**src/hw/spc_pkg.sv**
```systemverilog
// Shared constants and types of the serial port block
package spc_pkg;

    localparam int ADDR_W = 8;

    // Register byte offsets on the APB
    localparam logic [ADDR_W-1:0] OFS_CTRL_ONE = 8'h00;
    localparam logic [ADDR_W-1:0] OFS_CTRL_TWO = 8'h04;
    localparam logic [ADDR_W-1:0] OFS_STATUS   = 8'h08;
    localparam logic [ADDR_W-1:0] OFS_DATA     = 8'h0C;

    // Reset values and writable-bit masks
    localparam logic [15:0] CTRL_ONE_RST  = 16'h0000;
    localparam logic [15:0] CTRL_TWO_RST  = 16'h0000;
    localparam logic [15:0] CTRL_ONE_MASK = 16'h1FFF;
    localparam logic [15:0] CTRL_TWO_MASK = 16'hE003;

    // Word lengths and edge counts inside a frame
    localparam logic [5:0] BITS_WIDE      = 6'h10;
    localparam logic [5:0] BITS_NARROW    = 6'h08;
    localparam logic [5:0] FRAMED_FIRST   = 6'h01;
    localparam logic [5:0] PULSE_EDGE_END = 6'h03;

    // Divider ratios: primary indexed by field value, secondary is the base minus the field
    localparam logic [6:0] PRI_RATIO [4] = '{7'h40, 7'h10, 7'h04, 7'h01};
    localparam logic [3:0] SEC_BASE      = 4'h8;

    typedef struct packed {
        logic [2:0] rsvd;
        logic       clock_pin_disable;
        logic       data_out_pin_disable;
        logic       word_width_select;
        logic       input_sample_phase;
        logic       clock_edge_select;
        logic       select_pin_enable;
        logic       clock_idle_polarity;
        logic       master_select;
        logic [2:0] secondary_divider;
        logic [1:0] primary_divider;
    } spc_ctrl_one_t;

    typedef struct packed {
        logic        framed_enable;
        logic        frame_pulse_direction;
        logic        frame_pulse_polarity;
        logic [10:0] rsvd;
        logic        frame_pulse_edge;
        logic        enhanced_buffer_enable;
    } spc_ctrl_two_t;

    typedef struct packed {
        logic       port_enable;
        logic [7:0] rsvd_a;
        logic       rx_overflow;
        logic [3:0] rsvd_b;
        logic       tx_full;
        logic       rx_full;
    } spc_status_t;

    typedef struct packed {
        logic shift_clock_pin;
        logic serial_data_out_pin;
        logic select_or_sync_pin;
    } spc_pin_t;

    typedef struct packed {
        logic shift_clock_pin;
        logic serial_data_in_pin;
        logic select_or_sync_pin;
    } spc_pin_in_t;

    typedef enum logic [1:0] {
        ST_IDLE  = 2'b00,
        ST_SYNC  = 2'b01,
        ST_SHIFT = 2'b10
    } spc_state_t;

endpackage

```
**src/hw/spc_fifo.sv**
```systemverilog
// Word buffer with a run-time capacity limit
`timescale 1ns/1ps
`default_nettype none
module spc_fifo #(
    parameter int W     = 16,
    parameter int DEPTH = 8,
    parameter int AW    = $clog2(DEPTH)
) (
    input  wire logic          mclk,
    input  wire logic          reset,
    input  wire logic [AW:0]   limit,
    input  wire logic          push,
    input  wire logic [W-1:0]  wdata,
    input  wire logic          pop,
    output logic      [W-1:0]  rdata,
    output logic               full,
    output logic               empty
);
    logic [W-1:0]  mem [DEPTH];
    logic [AW-1:0] rp;
    logic [AW-1:0] wp;
    logic [AW:0]   cnt;
    logic          do_push;
    logic          do_pop;

    // Full follows the limit, so one-entry mode back-pressures early
    assign full    = cnt >= limit;
    assign empty   = cnt == '0;
    assign do_push = push & ~full;
    assign do_pop  = pop & ~empty;
    assign rdata   = mem[rp];

    // Storage needs no reset; reads of empty slots are masked upstream
    always_ff @(posedge mclk) begin
        if (do_push) begin
            mem[wp] <= wdata;
        end
    end

    // Pointers and fill count
    always_ff @(posedge mclk or posedge reset) begin
        if (reset) begin
            rp  <= '0;
            wp  <= '0;
            cnt <= '0;
        end else begin
            if (do_push) begin
                wp <= (wp == AW'(DEPTH - 1)) ? '0 : wp + 1'b1;
            end
            if (do_pop) begin
                rp <= (rp == AW'(DEPTH - 1)) ? '0 : rp + 1'b1;
            end
            cnt <= cnt + (AW + 1)'(do_push) - (AW + 1)'(do_pop);
        end
    end
endmodule
`default_nettype wire

```
**src/hw/spc_prescaler.sv**
```systemverilog
// Half-period tick generator for the master shift clock
`timescale 1ns/1ps
`default_nettype none
module spc_prescaler (
    input  wire logic       mclk,
    input  wire logic       reset,
    input  wire logic       run,
    input  wire logic [1:0] pri,
    input  wire logic [2:0] sec,
    output logic            tick
);
    logic [10:0] prod;
    logic [9:0]  half;
    logic [9:0]  cnt;

    // One clock period spans the product of both ratios; an odd product loses its last cycle
    assign prod = 11'(spc_pkg::PRI_RATIO[pri]) * 11'(spc_pkg::SEC_BASE - {1'b0, sec});
    // A 1:1 by 1:1 setting is not allowed; clamp keeps the counter sane
    assign half = (prod[10:1] == '0) ? 10'h001 : prod[10:1]; // RULE_12

    // Counter restarts whenever the clock is stopped
    always_ff @(posedge mclk or posedge reset) begin
        if (reset) begin
            cnt  <= '0;
            tick <= 1'b0;
        end else if (!run) begin
            cnt  <= '0;
            tick <= 1'b0;
        end else if (cnt + 10'h001 >= half) begin
            cnt  <= '0;
            tick <= 1'b1;
        end else begin
            cnt  <= cnt + 10'h001;
            tick <= 1'b0;
        end
    end
endmodule
`default_nettype wire

```
**src/hw/spc_port.sv**
```systemverilog
// Serial port: APB registers, shift engine, framing and pin control
//
// The APB slave port and the address map were decided locally.
`timescale 1ns/1ps
`default_nettype none
// Summary of operation
// RULE_01: Clock pin disable releases master clock pin.
// RULE_02: Data-out disable releases serial data pin.
// RULE_03: Width bit selects 16 or 8 bit words.
// RULE_04: Sample phase: end or middle of bit.
// RULE_05: Host keeps sample phase clear as slave.
// RULE_06: Edge bit picks which clock edge shifts.
// RULE_07: Framed mode ignores edge bit; host zeroes.
// RULE_08: Select enable makes slave obey select pin.
// RULE_09: Select enable and framed mode exclusive.
// RULE_10: Polarity bit sets idle clock level.
// RULE_11: Master bit chooses master or slave.
// RULE_12: Host never sets both dividers 1:1.
// RULE_13: Framed mode turns select pin into sync.
// RULE_14: Direction bit: sync input or output.
// RULE_15: Polarity bit: sync active high or low.
// RULE_16: Sync pulse with or before first bit.
// RULE_17: Buffer bit enables multi-entry buffering.
// RULE_18: Unused bits read zero; all reset zero.
// RULE_19: Host sets sample phase with/after master.
// RULE_20: Framed mode runs clock continuously.
// RULE_21: Port enable claims the serial pins.
// RULE_22: Master clock divided by both dividers.
// RULE_23: Words shift most significant bit first.
module spc_port #(
    parameter int DEPTH = 8
) (
    input  wire logic                         mclk,
    input  wire logic                         reset,
    input  wire logic                         psel,
    input  wire logic                         penable,
    input  wire logic                         pwrite,
    input  wire logic [spc_pkg::ADDR_W-1:0]   paddr,
    input  wire logic [31:0]                  pwdata,
    output logic      [31:0]                  prdata,
    output logic                              pready,
    output logic                              pslverr,
    input  wire spc_pkg::spc_pin_in_t         pin_in,
    output var  spc_pkg::spc_pin_t            pin_out,
    output var  spc_pkg::spc_pin_t            pin_oe
);
    localparam int AW = $clog2(DEPTH);

    spc_pkg::spc_ctrl_one_t c1;
    spc_pkg::spc_ctrl_two_t c2;
    spc_pkg::spc_status_t   status;
    spc_pkg::spc_status_t   wstat;
    spc_pkg::spc_pin_in_t   pin_s;
    spc_pkg::spc_state_t    st;
    logic                   port_en;
    logic                   rx_ovf;
    logic [2:0]             meta;
    logic [2:0]             syncd;
    logic                   sck_prev;
    logic                   mst;
    logic                   framed;
    logic                   gen_sync;
    logic                   cke_eff;
    logic                   smp_eff;
    logic                   cpol;
    logic [5:0]             nbits;
    logic [5:0]             nedges;
    logic [5:0]             ecnt;
    logic                   sel_ok;
    logic                   sync_in_act;
    logic                   run;
    logic                   tick;
    logic                   sclk;
    logic                   s_edge;
    logic                   lead;
    logic                   trail;
    logic                   in_shift;
    logic                   chg;
    logic                   m_term;
    logic                   do_shift;
    logic                   do_sample;
    logic                   done;
    logic                   start;
    logic                   sync_act;
    logic [15:0]            tx_sh;
    logic [15:0]            rx_sh;
    logic [15:0]            rx_next;
    logic [15:0]            rx_word;
    logic [AW:0]            limit;
    logic                   tx_full;
    logic                   tx_empty;
    logic [15:0]            tx_rdata;
    logic                   rx_full;
    logic                   rx_empty;
    logic [15:0]            rx_rdata;
    logic                   setup;
    logic                   wr;
    logic                   rd;
    logic                   mapped;
    logic [31:0]            rd_mux;

    // Pin inputs: two flops each before any logic looks at them
    genvar gi;
    generate
        for (gi = 0; gi < 3; gi++) begin : g_sync
            always_ff @(posedge mclk or posedge reset) begin
                if (reset) begin
                    meta[gi]  <= 1'b0;
                    syncd[gi] <= 1'b0;
                end else begin
                    meta[gi]  <= pin_in[gi];
                    syncd[gi] <= meta[gi];
                end
            end
        end
    endgenerate
    assign pin_s = syncd;

    // Mode decode from the control registers
    assign mst      = c1.master_select; // RULE_11
    assign framed   = c2.framed_enable;
    assign cpol     = c1.clock_idle_polarity;
    assign gen_sync = framed & ~c2.frame_pulse_direction; // RULE_14
    assign cke_eff  = c1.clock_edge_select & ~framed; // RULE_07
    assign smp_eff  = c1.input_sample_phase & mst; // RULE_05
    assign nbits    = c1.word_width_select ? spc_pkg::BITS_WIDE : spc_pkg::BITS_NARROW; // RULE_03
    assign nedges   = {nbits[4:0], 1'b0};
    // Framing takes the pin over, so the select input is moot then
    assign sel_ok = framed | ~c1.select_pin_enable | ~pin_s.select_or_sync_pin; // RULE_08 RULE_09
    assign sync_in_act = pin_s.select_or_sync_pin == c2.frame_pulse_polarity; // RULE_15
    assign limit = c2.enhanced_buffer_enable ? (AW + 1)'(DEPTH) : (AW + 1)'(1); // RULE_17

    // Master clock runs only in a transfer, or all the time when framed
    assign run = port_en & mst & (framed | (st == spc_pkg::ST_SHIFT)); // RULE_20 RULE_22

    spc_prescaler u_presc (
        .mclk  (mclk),
        .reset (reset),
        .run   (run),
        .pri   (c1.primary_divider),
        .sec   (c1.secondary_divider),
        .tick  (tick)
    );

    // Slave clock edges, taken from the second sync flop only
    always_ff @(posedge mclk or posedge reset) begin
        if (reset) begin
            sck_prev <= 1'b0;
        end else begin
            sck_prev <= pin_s.shift_clock_pin;
        end
    end

    // Leading edge leaves idle level, trailing edge returns to it
    assign s_edge = pin_s.shift_clock_pin != sck_prev;
    assign lead   = mst ? tick & (sclk == cpol) : s_edge & (pin_s.shift_clock_pin != cpol);
    assign trail  = mst ? tick & (sclk != cpol) : s_edge & (pin_s.shift_clock_pin == cpol);
    assign in_shift = (st == spc_pkg::ST_SHIFT) && (ecnt < nedges);
    assign chg      = cke_eff ? trail : lead; // RULE_06
    // Master adds one quiet half period so the last bit can be sampled late
    assign m_term   = mst & tick & (st == spc_pkg::ST_SHIFT) & (ecnt == nedges);
    assign do_shift = in_shift & chg & (ecnt != '0); // RULE_06
    assign do_sample = smp_eff ? (in_shift & chg & (ecnt != '0)) | (m_term & ~cke_eff)
                               : in_shift & (cke_eff ? lead : trail); // RULE_04
    assign done  = mst ? m_term : in_shift & (lead | trail) & (ecnt == nedges - 6'h01);
    assign start = framed ? lead & (gen_sync ? ~tx_empty : sync_in_act)
                          : (mst ? ~tx_empty : sel_ok);
    assign rx_next = do_sample ? {rx_sh[14:0], pin_s.serial_data_in_pin} : rx_sh; // RULE_23
    assign rx_word = c1.word_width_select ? rx_next : {8'h00, rx_next[7:0]}; // RULE_03

    // Transfer sequencer
    always_ff @(posedge mclk or posedge reset) begin
        if (reset) begin
            st    <= spc_pkg::ST_IDLE;
            ecnt  <= '0;
            tx_sh <= '0;
            rx_sh <= '0;
        end else if (!port_en) begin // RULE_21
            st   <= spc_pkg::ST_IDLE;
            ecnt <= '0;
        end else begin
            rx_sh <= rx_next;
            if (do_shift) begin
                tx_sh <= {tx_sh[14:0], 1'b0}; // RULE_23
            end
            unique case (st)
                spc_pkg::ST_IDLE: begin
                    if (start) begin
                        st    <= (framed && !c2.frame_pulse_edge) ? spc_pkg::ST_SYNC
                                                                  : spc_pkg::ST_SHIFT; // RULE_16
                        ecnt  <= framed ? spc_pkg::FRAMED_FIRST : '0;
                        tx_sh <= tx_empty ? '0 : tx_rdata;
                    end
                end
                spc_pkg::ST_SYNC: begin
                    if (lead) begin
                        st   <= spc_pkg::ST_SHIFT;
                        ecnt <= spc_pkg::FRAMED_FIRST;
                    end
                end
                spc_pkg::ST_SHIFT: begin
                    if (done || (!mst && !sel_ok)) begin // RULE_08
                        st <= spc_pkg::ST_IDLE;
                    end else if (in_shift && (lead || trail)) begin
                        ecnt <= ecnt + 6'h01;
                    end
                end
                default: begin
                    st <= spc_pkg::ST_IDLE;
                end
            endcase
        end
    end

    // Internal master clock level
    always_ff @(posedge mclk or posedge reset) begin
        if (reset) begin
            sclk <= 1'b0;
        end else if (!port_en || (!framed && st == spc_pkg::ST_IDLE)) begin
            sclk <= cpol; // RULE_10
        end else if (tick && (framed || in_shift)) begin
            sclk <= ~sclk; // RULE_20
        end
    end

    // Frame pulse spans one bit, before or on the first bit
    assign sync_act = gen_sync & ((st == spc_pkg::ST_SYNC) ||
                      ((st == spc_pkg::ST_SHIFT) && c2.frame_pulse_edge &&
                       (ecnt < spc_pkg::PULSE_EDGE_END))); // RULE_16

    // Pin drivers, all registered
    always_ff @(posedge mclk or posedge reset) begin
        if (reset) begin
            pin_out <= '0;
            pin_oe  <= '0;
        end else begin
            pin_oe.shift_clock_pin     <= port_en & mst & ~c1.clock_pin_disable; // RULE_01 RULE_21
            pin_oe.serial_data_out_pin <= port_en & ~c1.data_out_pin_disable; // RULE_02
            pin_oe.select_or_sync_pin  <= port_en & gen_sync; // RULE_13
            pin_out.shift_clock_pin     <= sclk;
            pin_out.serial_data_out_pin <= c1.word_width_select ? tx_sh[15] : tx_sh[7]; // RULE_23
            pin_out.select_or_sync_pin  <= sync_act ~^ c2.frame_pulse_polarity; // RULE_15
        end
    end

    // APB decode; no wait state, and every answer still leaves a flop
    assign setup = psel & ~penable;
    assign wr    = psel & penable & pready & pwrite;
    assign rd    = psel & penable & pready & ~pwrite;
    assign wstat = spc_pkg::spc_status_t'(pwdata[15:0]);
    assign status = '{port_enable: port_en, rsvd_a: '0, rx_overflow: rx_ovf,
                      rsvd_b: '0, tx_full: tx_full, rx_full: ~rx_empty};

    always_comb begin
        rd_mux = '0;
        mapped = 1'b1;
        case (paddr)
            spc_pkg::OFS_CTRL_ONE: rd_mux = {16'h0000, c1}; // RULE_18
            spc_pkg::OFS_CTRL_TWO: rd_mux = {16'h0000, c2};
            spc_pkg::OFS_STATUS:   rd_mux = {16'h0000, status};
            spc_pkg::OFS_DATA:     rd_mux = {16'h0000, rx_empty ? 16'h0000 : rx_rdata};
            default:               mapped = 1'b0;
        endcase
    end

    always_ff @(posedge mclk or posedge reset) begin
        if (reset) begin
            pready  <= 1'b0;
            pslverr <= 1'b0;
            prdata  <= '0;
        end else begin
            pready  <= setup;
            pslverr <= setup & ~mapped;
            if (setup) begin
                prdata <= rd_mux;
            end
        end
    end

    // Control registers; unused positions are never stored
    always_ff @(posedge mclk or posedge reset) begin
        if (reset) begin
            c1      <= spc_pkg::spc_ctrl_one_t'(spc_pkg::CTRL_ONE_RST); // RULE_18
            c2      <= spc_pkg::spc_ctrl_two_t'(spc_pkg::CTRL_TWO_RST);
            port_en <= 1'b0;
        end else if (wr) begin
            if (paddr == spc_pkg::OFS_CTRL_ONE) begin
                c1 <= spc_pkg::spc_ctrl_one_t'(pwdata[15:0] & spc_pkg::CTRL_ONE_MASK); // RULE_18
            end
            if (paddr == spc_pkg::OFS_CTRL_TWO) begin
                c2 <= spc_pkg::spc_ctrl_two_t'(pwdata[15:0] & spc_pkg::CTRL_TWO_MASK);
            end
            if (paddr == spc_pkg::OFS_STATUS) begin
                port_en <= wstat.port_enable; // RULE_21
            end
        end
    end

    // Overflow is sticky; a new overflow beats a write-one clear
    always_ff @(posedge mclk or posedge reset) begin
        if (reset) begin
            rx_ovf <= 1'b0;
        end else begin
            rx_ovf <= (done & rx_full) |
                      (rx_ovf & ~(wr && paddr == spc_pkg::OFS_STATUS && wstat.rx_overflow));
        end
    end

    spc_fifo #(.W(16), .DEPTH(DEPTH), .AW(AW)) u_txq (
        .mclk  (mclk),
        .reset (reset),
        .limit (limit),
        .push  (wr && paddr == spc_pkg::OFS_DATA),
        .wdata (pwdata[15:0]),
        .pop   (port_en && st == spc_pkg::ST_IDLE && start),
        .rdata (tx_rdata),
        .full  (tx_full),
        .empty (tx_empty)
    );

    // A finished word that finds the receive side full is dropped
    spc_fifo #(.W(16), .DEPTH(DEPTH), .AW(AW)) u_rxq (
        .mclk  (mclk),
        .reset (reset),
        .limit (limit),
        .push  (port_en && done),
        .wdata (rx_word),
        .pop   (rd && paddr == spc_pkg::OFS_DATA),
        .rdata (rx_rdata),
        .full  (rx_full),
        .empty (rx_empty)
    );

    // Sample counter used only by the checks below
    logic [5:0] chk_smp;
    always_ff @(posedge mclk or posedge reset) begin
        if (reset) begin
            chk_smp <= '0;
        end else if (st != spc_pkg::ST_SHIFT) begin
            chk_smp <= '0;
        end else if (do_sample) begin
            chk_smp <= chk_smp + 6'h01;
        end
    end
endmodule
`default_nettype wire

```
**config.mk**
```make
export PLATFORM = sky130hd
export DESIGN_NAME = spc_port
export DESIGN_NICKNAME = d
export VERILOG_FILES = /design/src/hw/spc_pkg.sv /design/src/hw/spc_fifo.sv /design/src/hw/spc_prescaler.sv /design/src/hw/spc_port.sv
export SDC_FILE = /design/constraint.sdc
export NUM_CORES = 1
export LEC_CHECK = 0
export BUFFER_PORTS_ARGS = -buffer_cell sky130_fd_sc_hd__buf_2
export CORE_ASPECT_RATIO = 1.4
export CORE_MARGIN = 1
export CORE_UTILIZATION = 25
export DETAILED_ROUTE_END_ITERATION = 8
export PLACE_DENSITY = 0.37
export SLEW_MARGIN = 25
export SYNTH_ARGS = -nofsm -noshare
export SYNTH_HDL_FRONTEND = slang
export SYNTH_SLANG_ARGS = --single-unit
```
**constraint.sdc**
```tcl
create_clock -name mclk -period 5.3 [get_ports mclk]
set_input_delay 0.795 -clock mclk [delete_from_list [all_inputs] [get_ports mclk]]
set_output_delay 0.795 -clock mclk [all_outputs]
set_load 0.01 [all_outputs]
```
==> results of run 1 <==
cell usage in the layout, fill, tap and decap left out, types with 16 or more instances in the layout:
master / Yosys / layout
mux4_2: 64 / 64
conb_1: 1 / 16
nand3_1: 25 / 25
buf_4: 19 / 32
nor2_1: 38 / 34
ha_1: 58 / 58
a21oi_1: 21 / 21
nand2_1: 94 / 94
clkbuf_16: 0 / 46
dfrtp_1: 123 / 120
o21ai_0: 45 / 45
mux2_2: 75 / 75
inv_1: 42 / 41
buf_2: 8 / 55
edfxtp_1: 256 / 256
clkbuf_1: 33 / 16
logic make-up (layout without fill, tap and decap cells):
| logic type | after synthesis | count (layout) |
|---|---|---|
| AOI/OAI and AO/OA | 142 | 142 |
| xor gates and xnor gates | 24 | 24 |
| adders and majority gates | 62 | 62 |
| buffers and inverters | 107 | 209 |
| DFF | 379 | 379 |
| muxes | 148 | 148 |
| other | 1 | 16 |
| and+or+nand+nor | 243 | 243 |
power by group through the flow:
stage                     logic, mW  clock network, mW  registers (mW)
after floorplan                1.19                  0            3.58
after global placement         1.43                  0            3.74
after detailed placement       1.45                  0            3.74
after CTS                      1.46               2.98            3.69
after global routing           1.57               3.08            3.72
final                          1.42               2.87            3.68
worst min-delay path by stage:
stage | startpoint | end | slack [ns] | cells after the start
after floorplan | meta[0]$_DFF_PP0_ | pin_s[0]$_DFF_PP0_ | 0.33 | 0
after global placement | meta[1]$_DFF_PP0_ | pin_s[1]$_DFF_PP0_ | 0.33 | 0
after detailed placement | meta[0]$_DFF_PP0_ | pin_s[0]$_DFF_PP0_ | 0.34 | 0
after CTS | reset | u_txq.cnt[0]$_DFF_PP0_ | 0.25 | 2
after global routing | reset | u_presc.cnt[6]$_DFF_PP0_ | 0.27 | 2
final | reset | u_presc.cnt[6]$_DFF_PP0_ | 0.25 | 2
registers in the layout (all words and copies together), names as in the netlist, 2 cells and up:
name	cells
pin_s	3
pin_oe	3
u_rxq.rp	3
st	2
prdata	16
ecnt	6
pin_out	3
meta	3
c1	11
u_txq.mem	128
c2	4
u_presc.cnt	10
u_rxq.mem	128
tx_sh	16
u_rxq.cnt	4
u_txq.rp	3
u_txq.cnt	4
u_txq.wp	3
u_rxq.wp	3
rx_sh	16
cell type report:
class / count / share of cell area [%]
flip-flops and latches: 379 / 54.8
multi-input cells: 635 / 29.5
clock buffers: 66 / 6.44
well taps: 855 / 5.44
repair buffers: 87 / 2.62
inverters: 42 / 0.827
clock inverters: 14 / 0.401
through the flow:
stage                     util (%)  cells  hold WS (ns)  power [mW]  instance area (sq um)
after floorplan                  -   1121         0.331        4.77                  17000
after global placement        27.4   1998         0.333        5.17                  18300
after detailed placement      27.4   1998         0.336        5.19                  18300
after CTS                     29.4   2078         0.251        8.12                  19700
after global routing          29.4   2078         0.274        8.37                  19700
final                         29.4   2078         0.252        7.97                  19700
worst max-delay path, stage by stage, from the launching register on:
cell	delay [ns]
dfrtp_1	0.39
inv_1	0.14
ha_1	0.18
xor2_1	0.31
nor2_1	0.10
ha_1	0.31
ha_1	0.30
ha_1	0.20
ha_1	0.32
a41oi_1	0.26
nor2b_1	0.08
o21ai_0	0.19
xor2_1	0.24
a41o_1	0.21
ha_1	0.21
nand2b_1	0.14
a21oi_1	0.14
nor2b_1	0.06
o211ai_1	0.21
nand3_1	0.33
a21boi_0	0.28
per-layer routing:
metal	wire [microns]	vias to the layer above	part of all wire [%]	global-route usage, %
met5	13	-	0.030	0
met2	22400	144	51	23.5
li1	-	4356	-	-
met4	849	2	1.9	3.63
met3	1280	61	2.9	2.19
met1	19200	4790	44	15.8
==> impl_metrics.env, run 1 <==
export IMPL_clock_path_buffers=3
export IMPL_numCtsBuffers=44
export IMPL_pre_cts_ws_ns=0.585
export IMPL_start_kind="register"
export IMPL_worstSkewPairLatency_ns=0.58
export IMPL_multi_input_area_sq_um=5800
export IMPL_die_area_sq_um=68800
export IMPL_syn_cell_area_sq_um=16900
export IMPL_tritoncts="built"
export IMPL_synth_edf_count=256
export IMPL_yosysMostFrequentCell="edfxtp_1"
export IMPL_cp_arrival_ns=5.15
export IMPL_slew_headroom_pct=31.0
export IMPL_cts_resized=0
export IMPL_fin_skew_ns=0.0272
export IMPL_cap_violations=0
export IMPL_fin_nets=1299
export IMPL_yosys_area_share_adder_pct=4.76
export IMPL_synthDistinctLibCells=73
export IMPL_period_minus_slack_ns=4.68
export IMPL_cp_required_ns=5.77
export IMPL_grt_pass1_wl_microns=65600
export IMPL_critPathKind="register to register"
export IMPL_finalHoldViolCount=0
export IMPL_rows=112
export IMPL_netSwitchingFraction_pct=27.3
export IMPL_vdd_ir_drop_max_v=0.000193
export IMPL_path_clk_slew_ns=0.06
export IMPL_yosysSeqAreaShare_pct=63.6
export IMPL_critPathLaunch="c1[2]$_DFFE_PP0P_"
export IMPL_async_reset_ff_share_pct=32.5
export IMPL_switching_power_mw=2.17
export IMPL_die_h_microns=310
export IMPL_initial_core_util_pct=25.3
export IMPL_setup_slack_ns=0.615
export IMPL_wire_per_inst_microns=21.1
export IMPL_setup_viol=0
export IMPL_r2r_end="u_presc.cnt[9]$_DFF_PP0_"
export IMPL_netlist_top_cells_count="edfxtp_1 (256), dfrtp_1 (123), nand2_1 (94), mux2_2 (75), mux4_2 (64)"
export IMPL_yosys_area_top_type="edfxtp_1"
export IMPL_reg2reg_depth=20
export IMPL_routed_wirelength_microns=43800
export IMPL_clkSinkCount=379
export IMPL_combPwrFrac_pct=17.8
export IMPL_postRouteAntennaNets=0
export IMPL_fin_crit_sh_pct=88.4
export IMPL_post_cts_repair_setup_buffers=0
export IMPL_clock_power_share_pct=36.0
export IMPL_p_per_area_nw_per_um2=405
export IMPL_syn_area_per_cell_sq_um=15.3
export IMPL_synth_mux_area_share_pct=14.0
export IMPL_synth_main_ff_cell="edfxtp_1"
export IMPL_diodes=0
export IMPL_gp_congestion=0.757
export IMPL_antenna_found_initial=2
export IMPL_place_port_buffers=55
export IMPL_outcome="finished, final reports clean"
export IMPL_seqPwrFrac_pct=46.2
export IMPL_tightest_slew_ns=1.02
export IMPL_gr_total_overflow=0
export IMPL_die_x_microns=222
export IMPL_drt_iter0_drc=463
export IMPL_design_core_area_sq_um=66800
export IMPL_synth_compound_area_share_pct=5.94
export IMPL_syn_to_final_growth_pct=16.1
export IMPL_drive_gt1_share_pct=26.7
export IMPL_num_vias=9353
export IMPL_cts_htree_levels=2
export IMPL_dp_final_hpwl_microns=28200
export IMPL_synth_xor_area_share_pct=1.35
export IMPL_firstDrtPassIters=4
export IMPL_timing_rr_start="c1[2]$_DFFE_PP0P_"
export IMPL_synthSimpleGateAreaFrac_pct=7.31
export IMPL_seq_area_sq_um=10800
export IMPL_max_freq_ghz=0.213
export IMPL_synth_seq_cells=379
export IMPL_yosys_top_cells_area="edfxtp_1 (45%), dfrtp_1 (18%), mux4_2 (8.5%)"
export IMPL_min_path_type="primary input to async pin"
export IMPL_internal_power_mw=5.79
export IMPL_grtUsageTotal_pct=13.0
export IMPL_cp_endpoint="u_presc.cnt[9]$_DFF_PP0_"
export IMPL_route_detailed_drc=0
export IMPL_fillers=6675
export IMPL_synth_warnings=0
export IMPL_rsz0062_at_grt="false"
export IMPL_synthCells=1106
export IMPL_grt_start_max_net_pins=45
export IMPL_ff2ff_setup_slack_ns=0.62
export IMPL_post_synth_top_area_fraction_pct=45.4
export IMPL_p_leak_nw=7.33
export IMPL_slew_viol_final=0
export IMPL_io_pins=88
export IMPL_grt_pass1_vias=9924
export IMPL_viasPerCell=4.50
export IMPL_hold_buffers=0
export IMPL_cts_root_buf="clkbuf_16"
export IMPL_end_kind="register"
export IMPL_setup_tns_ns=0
export IMPL_synth_top_family_by_area="multiplexers"
export IMPL_critPathMaxFanout=10
Power figures use the tool's default switching activity.
==> run 2: changes to the inputs <==
Settings changed: CORE_ASPECT_RATIO 1.4 to 0.75, CORE_MARGIN 1 to 2.
==> run 2 against run 1 <==
Cell count is 1.3% higher. Clock-buffer cell count down 6. Critical endpoint is now u_presc.cnt[3]$_DFF_PP0_. Combinational power up 4%. Global-route usage decreased by 0.067 points. Sequential share of layout area decreased by 0.28 points. Fmax shrank 3.1%. Via count grew 1.9%.
==> impl_metrics.env, run 2 (synthesis results as in run 1) <==
export IMPL_outcome="finished, final reports clean"
export IMPL_postRouteAntennaNets=0
export IMPL_grt_pass1_vias=9758
export IMPL_firstDrtPassIters=5
export IMPL_diodes=0
export IMPL_gr_total_overflow=0
export IMPL_setup_tns_ns=0
export IMPL_die_h_microns=229
export IMPL_critPathMaxFanout=10
export IMPL_cp_arrival_ns=5.30
export IMPL_cts_root_buf="clkbuf_16"
export IMPL_grtUsageTotal_pct=12.9
export IMPL_start_kind="register"
export IMPL_grt_pass1_wl_microns=66500
export IMPL_largestRegisters="u_rxq.mem (128), u_txq.mem (128)"
export IMPL_num_vias=9527
export IMPL_critPathKind="register to register"
export IMPL_cap_violations=0
export IMPL_multi_input_area_sq_um=5810
export IMPL_vdd_ir_drop_max_v=0.000224
export IMPL_tightest_slew_ns=1.09
export IMPL_initial_core_util_pct=25.3
export IMPL_max_freq_ghz=0.207
export IMPL_cts_resized=0
export IMPL_grt_start_max_net_pins=46
export IMPL_rows=82
export IMPL_viasPerCell=4.52
export IMPL_gp_congestion=0.748
export IMPL_path_clk_slew_ns=0.06
export IMPL_post_cts_repair_setup_buffers=0
export IMPL_io_pins=88
export IMPL_slew_headroom_pct=27.4
export IMPL_place_port_buffers=55
export IMPL_fin_crit_sh_pct=91.3
export IMPL_drive_gt1_share_pct=27.0
export IMPL_end_kind="register"
export IMPL_cp_required_ns=5.77
export IMPL_routed_wirelength_microns=44500
export IMPL_fillers=6680
export IMPL_drt_iter0_drc=667
export IMPL_fin_nets=1301
export IMPL_slew_viol_final=0
export IMPL_wire_per_inst_microns=21.1
export IMPL_hold_buffers=0
export IMPL_route_detailed_drc=0
export IMPL_dp_final_hpwl_microns=28900
export IMPL_clock_path_buffers=3
export IMPL_p_leak_nw=7.35
export IMPL_worstSkewPairLatency_ns=0.58
export IMPL_syn_to_final_growth_pct=16.7
export IMPL_design_core_area_sq_um=66900
export IMPL_rsz0062_at_grt="false"
export IMPL_fin_skew_ns=0.0402
export IMPL_ff2ff_setup_slack_ns=0.46
export IMPL_min_path_type="primary input to async pin"
export IMPL_tritoncts="built"
export IMPL_final_common_cell="edfxtp_1"
export IMPL_setup_viol=0
export IMPL_die_area_sq_um=69800
export IMPL_finalHoldViolCount=0
export IMPL_p_per_area_nw_per_um2=405
export IMPL_numCtsBuffers=42
export IMPL_die_x_microns=305
export IMPL_period_minus_slack_ns=4.84
export IMPL_seq_area_sq_um=10800
export IMPL_cts_htree_levels=2
export IMPL_clkSinkCount=379
export IMPL_antenna_found_initial=5
export IMPL_total_power_mw=7.99
export IMPL_mostFrequentLayoutCells="edfxtp_1 (256), dfrtp_1 (120), nand2_1 (94)"
run 2: cell count changes in the layout (fill, tap and decap cells not counted), sizes merged:
cell / change
buf: +4
clkbuf: -6
bufinv: +2
clkinv: +2
clkinvlp: -2
inv: +1
run 2: path summary, 6_finish.rpt:
check                                  start                  endpoint  cells past startpoint
max                        c1[2]$_DFFE_PP0P_  u_presc.cnt[3]$_DFF_PP0_                     20
min                                    reset  u_presc.cnt[0]$_DFF_PP0_                      2
max reg2reg                c1[2]$_DFFE_PP0P_  u_presc.cnt[3]$_DFF_PP0_                     20
min reg2reg                meta[1]$_DFF_PP0_        pin_s[1]$_DFF_PP0_                      0
max in group asynchronous              reset     prdata[8]$_DFFE_PP0P_                      3
min in group mclk                  pin_in[1]         meta[1]$_DFF_PP0_                      1
run 2: area by class of cell:
class / count / area share (%)
Sequential cell: 379 / 54.5
Clock inverter: 17 / 0.912
Inverter: 42 / 0.823
Clock buffer: 60 / 5.92
Multi-Input combinational cell: 635 / 29.4
Tap cell: 882 / 5.59
Timing Repair Buffer: 91 / 2.82
run 2: metal layers:
layer / wire length [microns] / vias up / track usage, %
li1: - / 4371 / -
met1: 24100 / 4923 / 20.7
met2: 18100 / 175 / 17.8
met3: 1630 / 54 / 2.09
met4: 727 / 4 / 3.09
met5: 19 / - / 0
run 2: critical path: stages, from the launching register on:
cell and delay, ns:
dfrtp_1 0.39, inv_1 0.14, ha_1 0.25, inv_1 0.12, nor3_1 0.06, ha_1 0.28, ha_1 0.29, ha_1 0.30
ha_1 0.34, a41oi_1 0.29, nor2b_1 0.08, o21ai_0 0.19, xor2_1 0.26, a41o_1 0.23, ha_1 0.22, nand2b_1 0.14
a21oi_1 0.14, nor2b_1 0.06, o211ai_1 0.30, nand3_1 0.36, a21boi_0 0.27
run 2: stage by stage:
stage	utilization [%]	instances	instance area (sq um)	setup slack [ns]	hold slack (ns)
floorplan	-	1121	17000	1.23	0.331
global placement	27.5	2028	18400	0.461	0.338
detailed placement	27.5	2028	18400	0.479	0.342
CTS	29.5	2105	19700	0.442	0.232
global route	29.5	2106	19800	0.0730	0.277
finish	29.5	2106	19800	0.463	0.248
run 2: power breakdown:
group	internal, mW	switching, mW
logic	0.697	0.771
registers	3.44	0.187
clock network	1.65	1.24
total	5.79	2.20
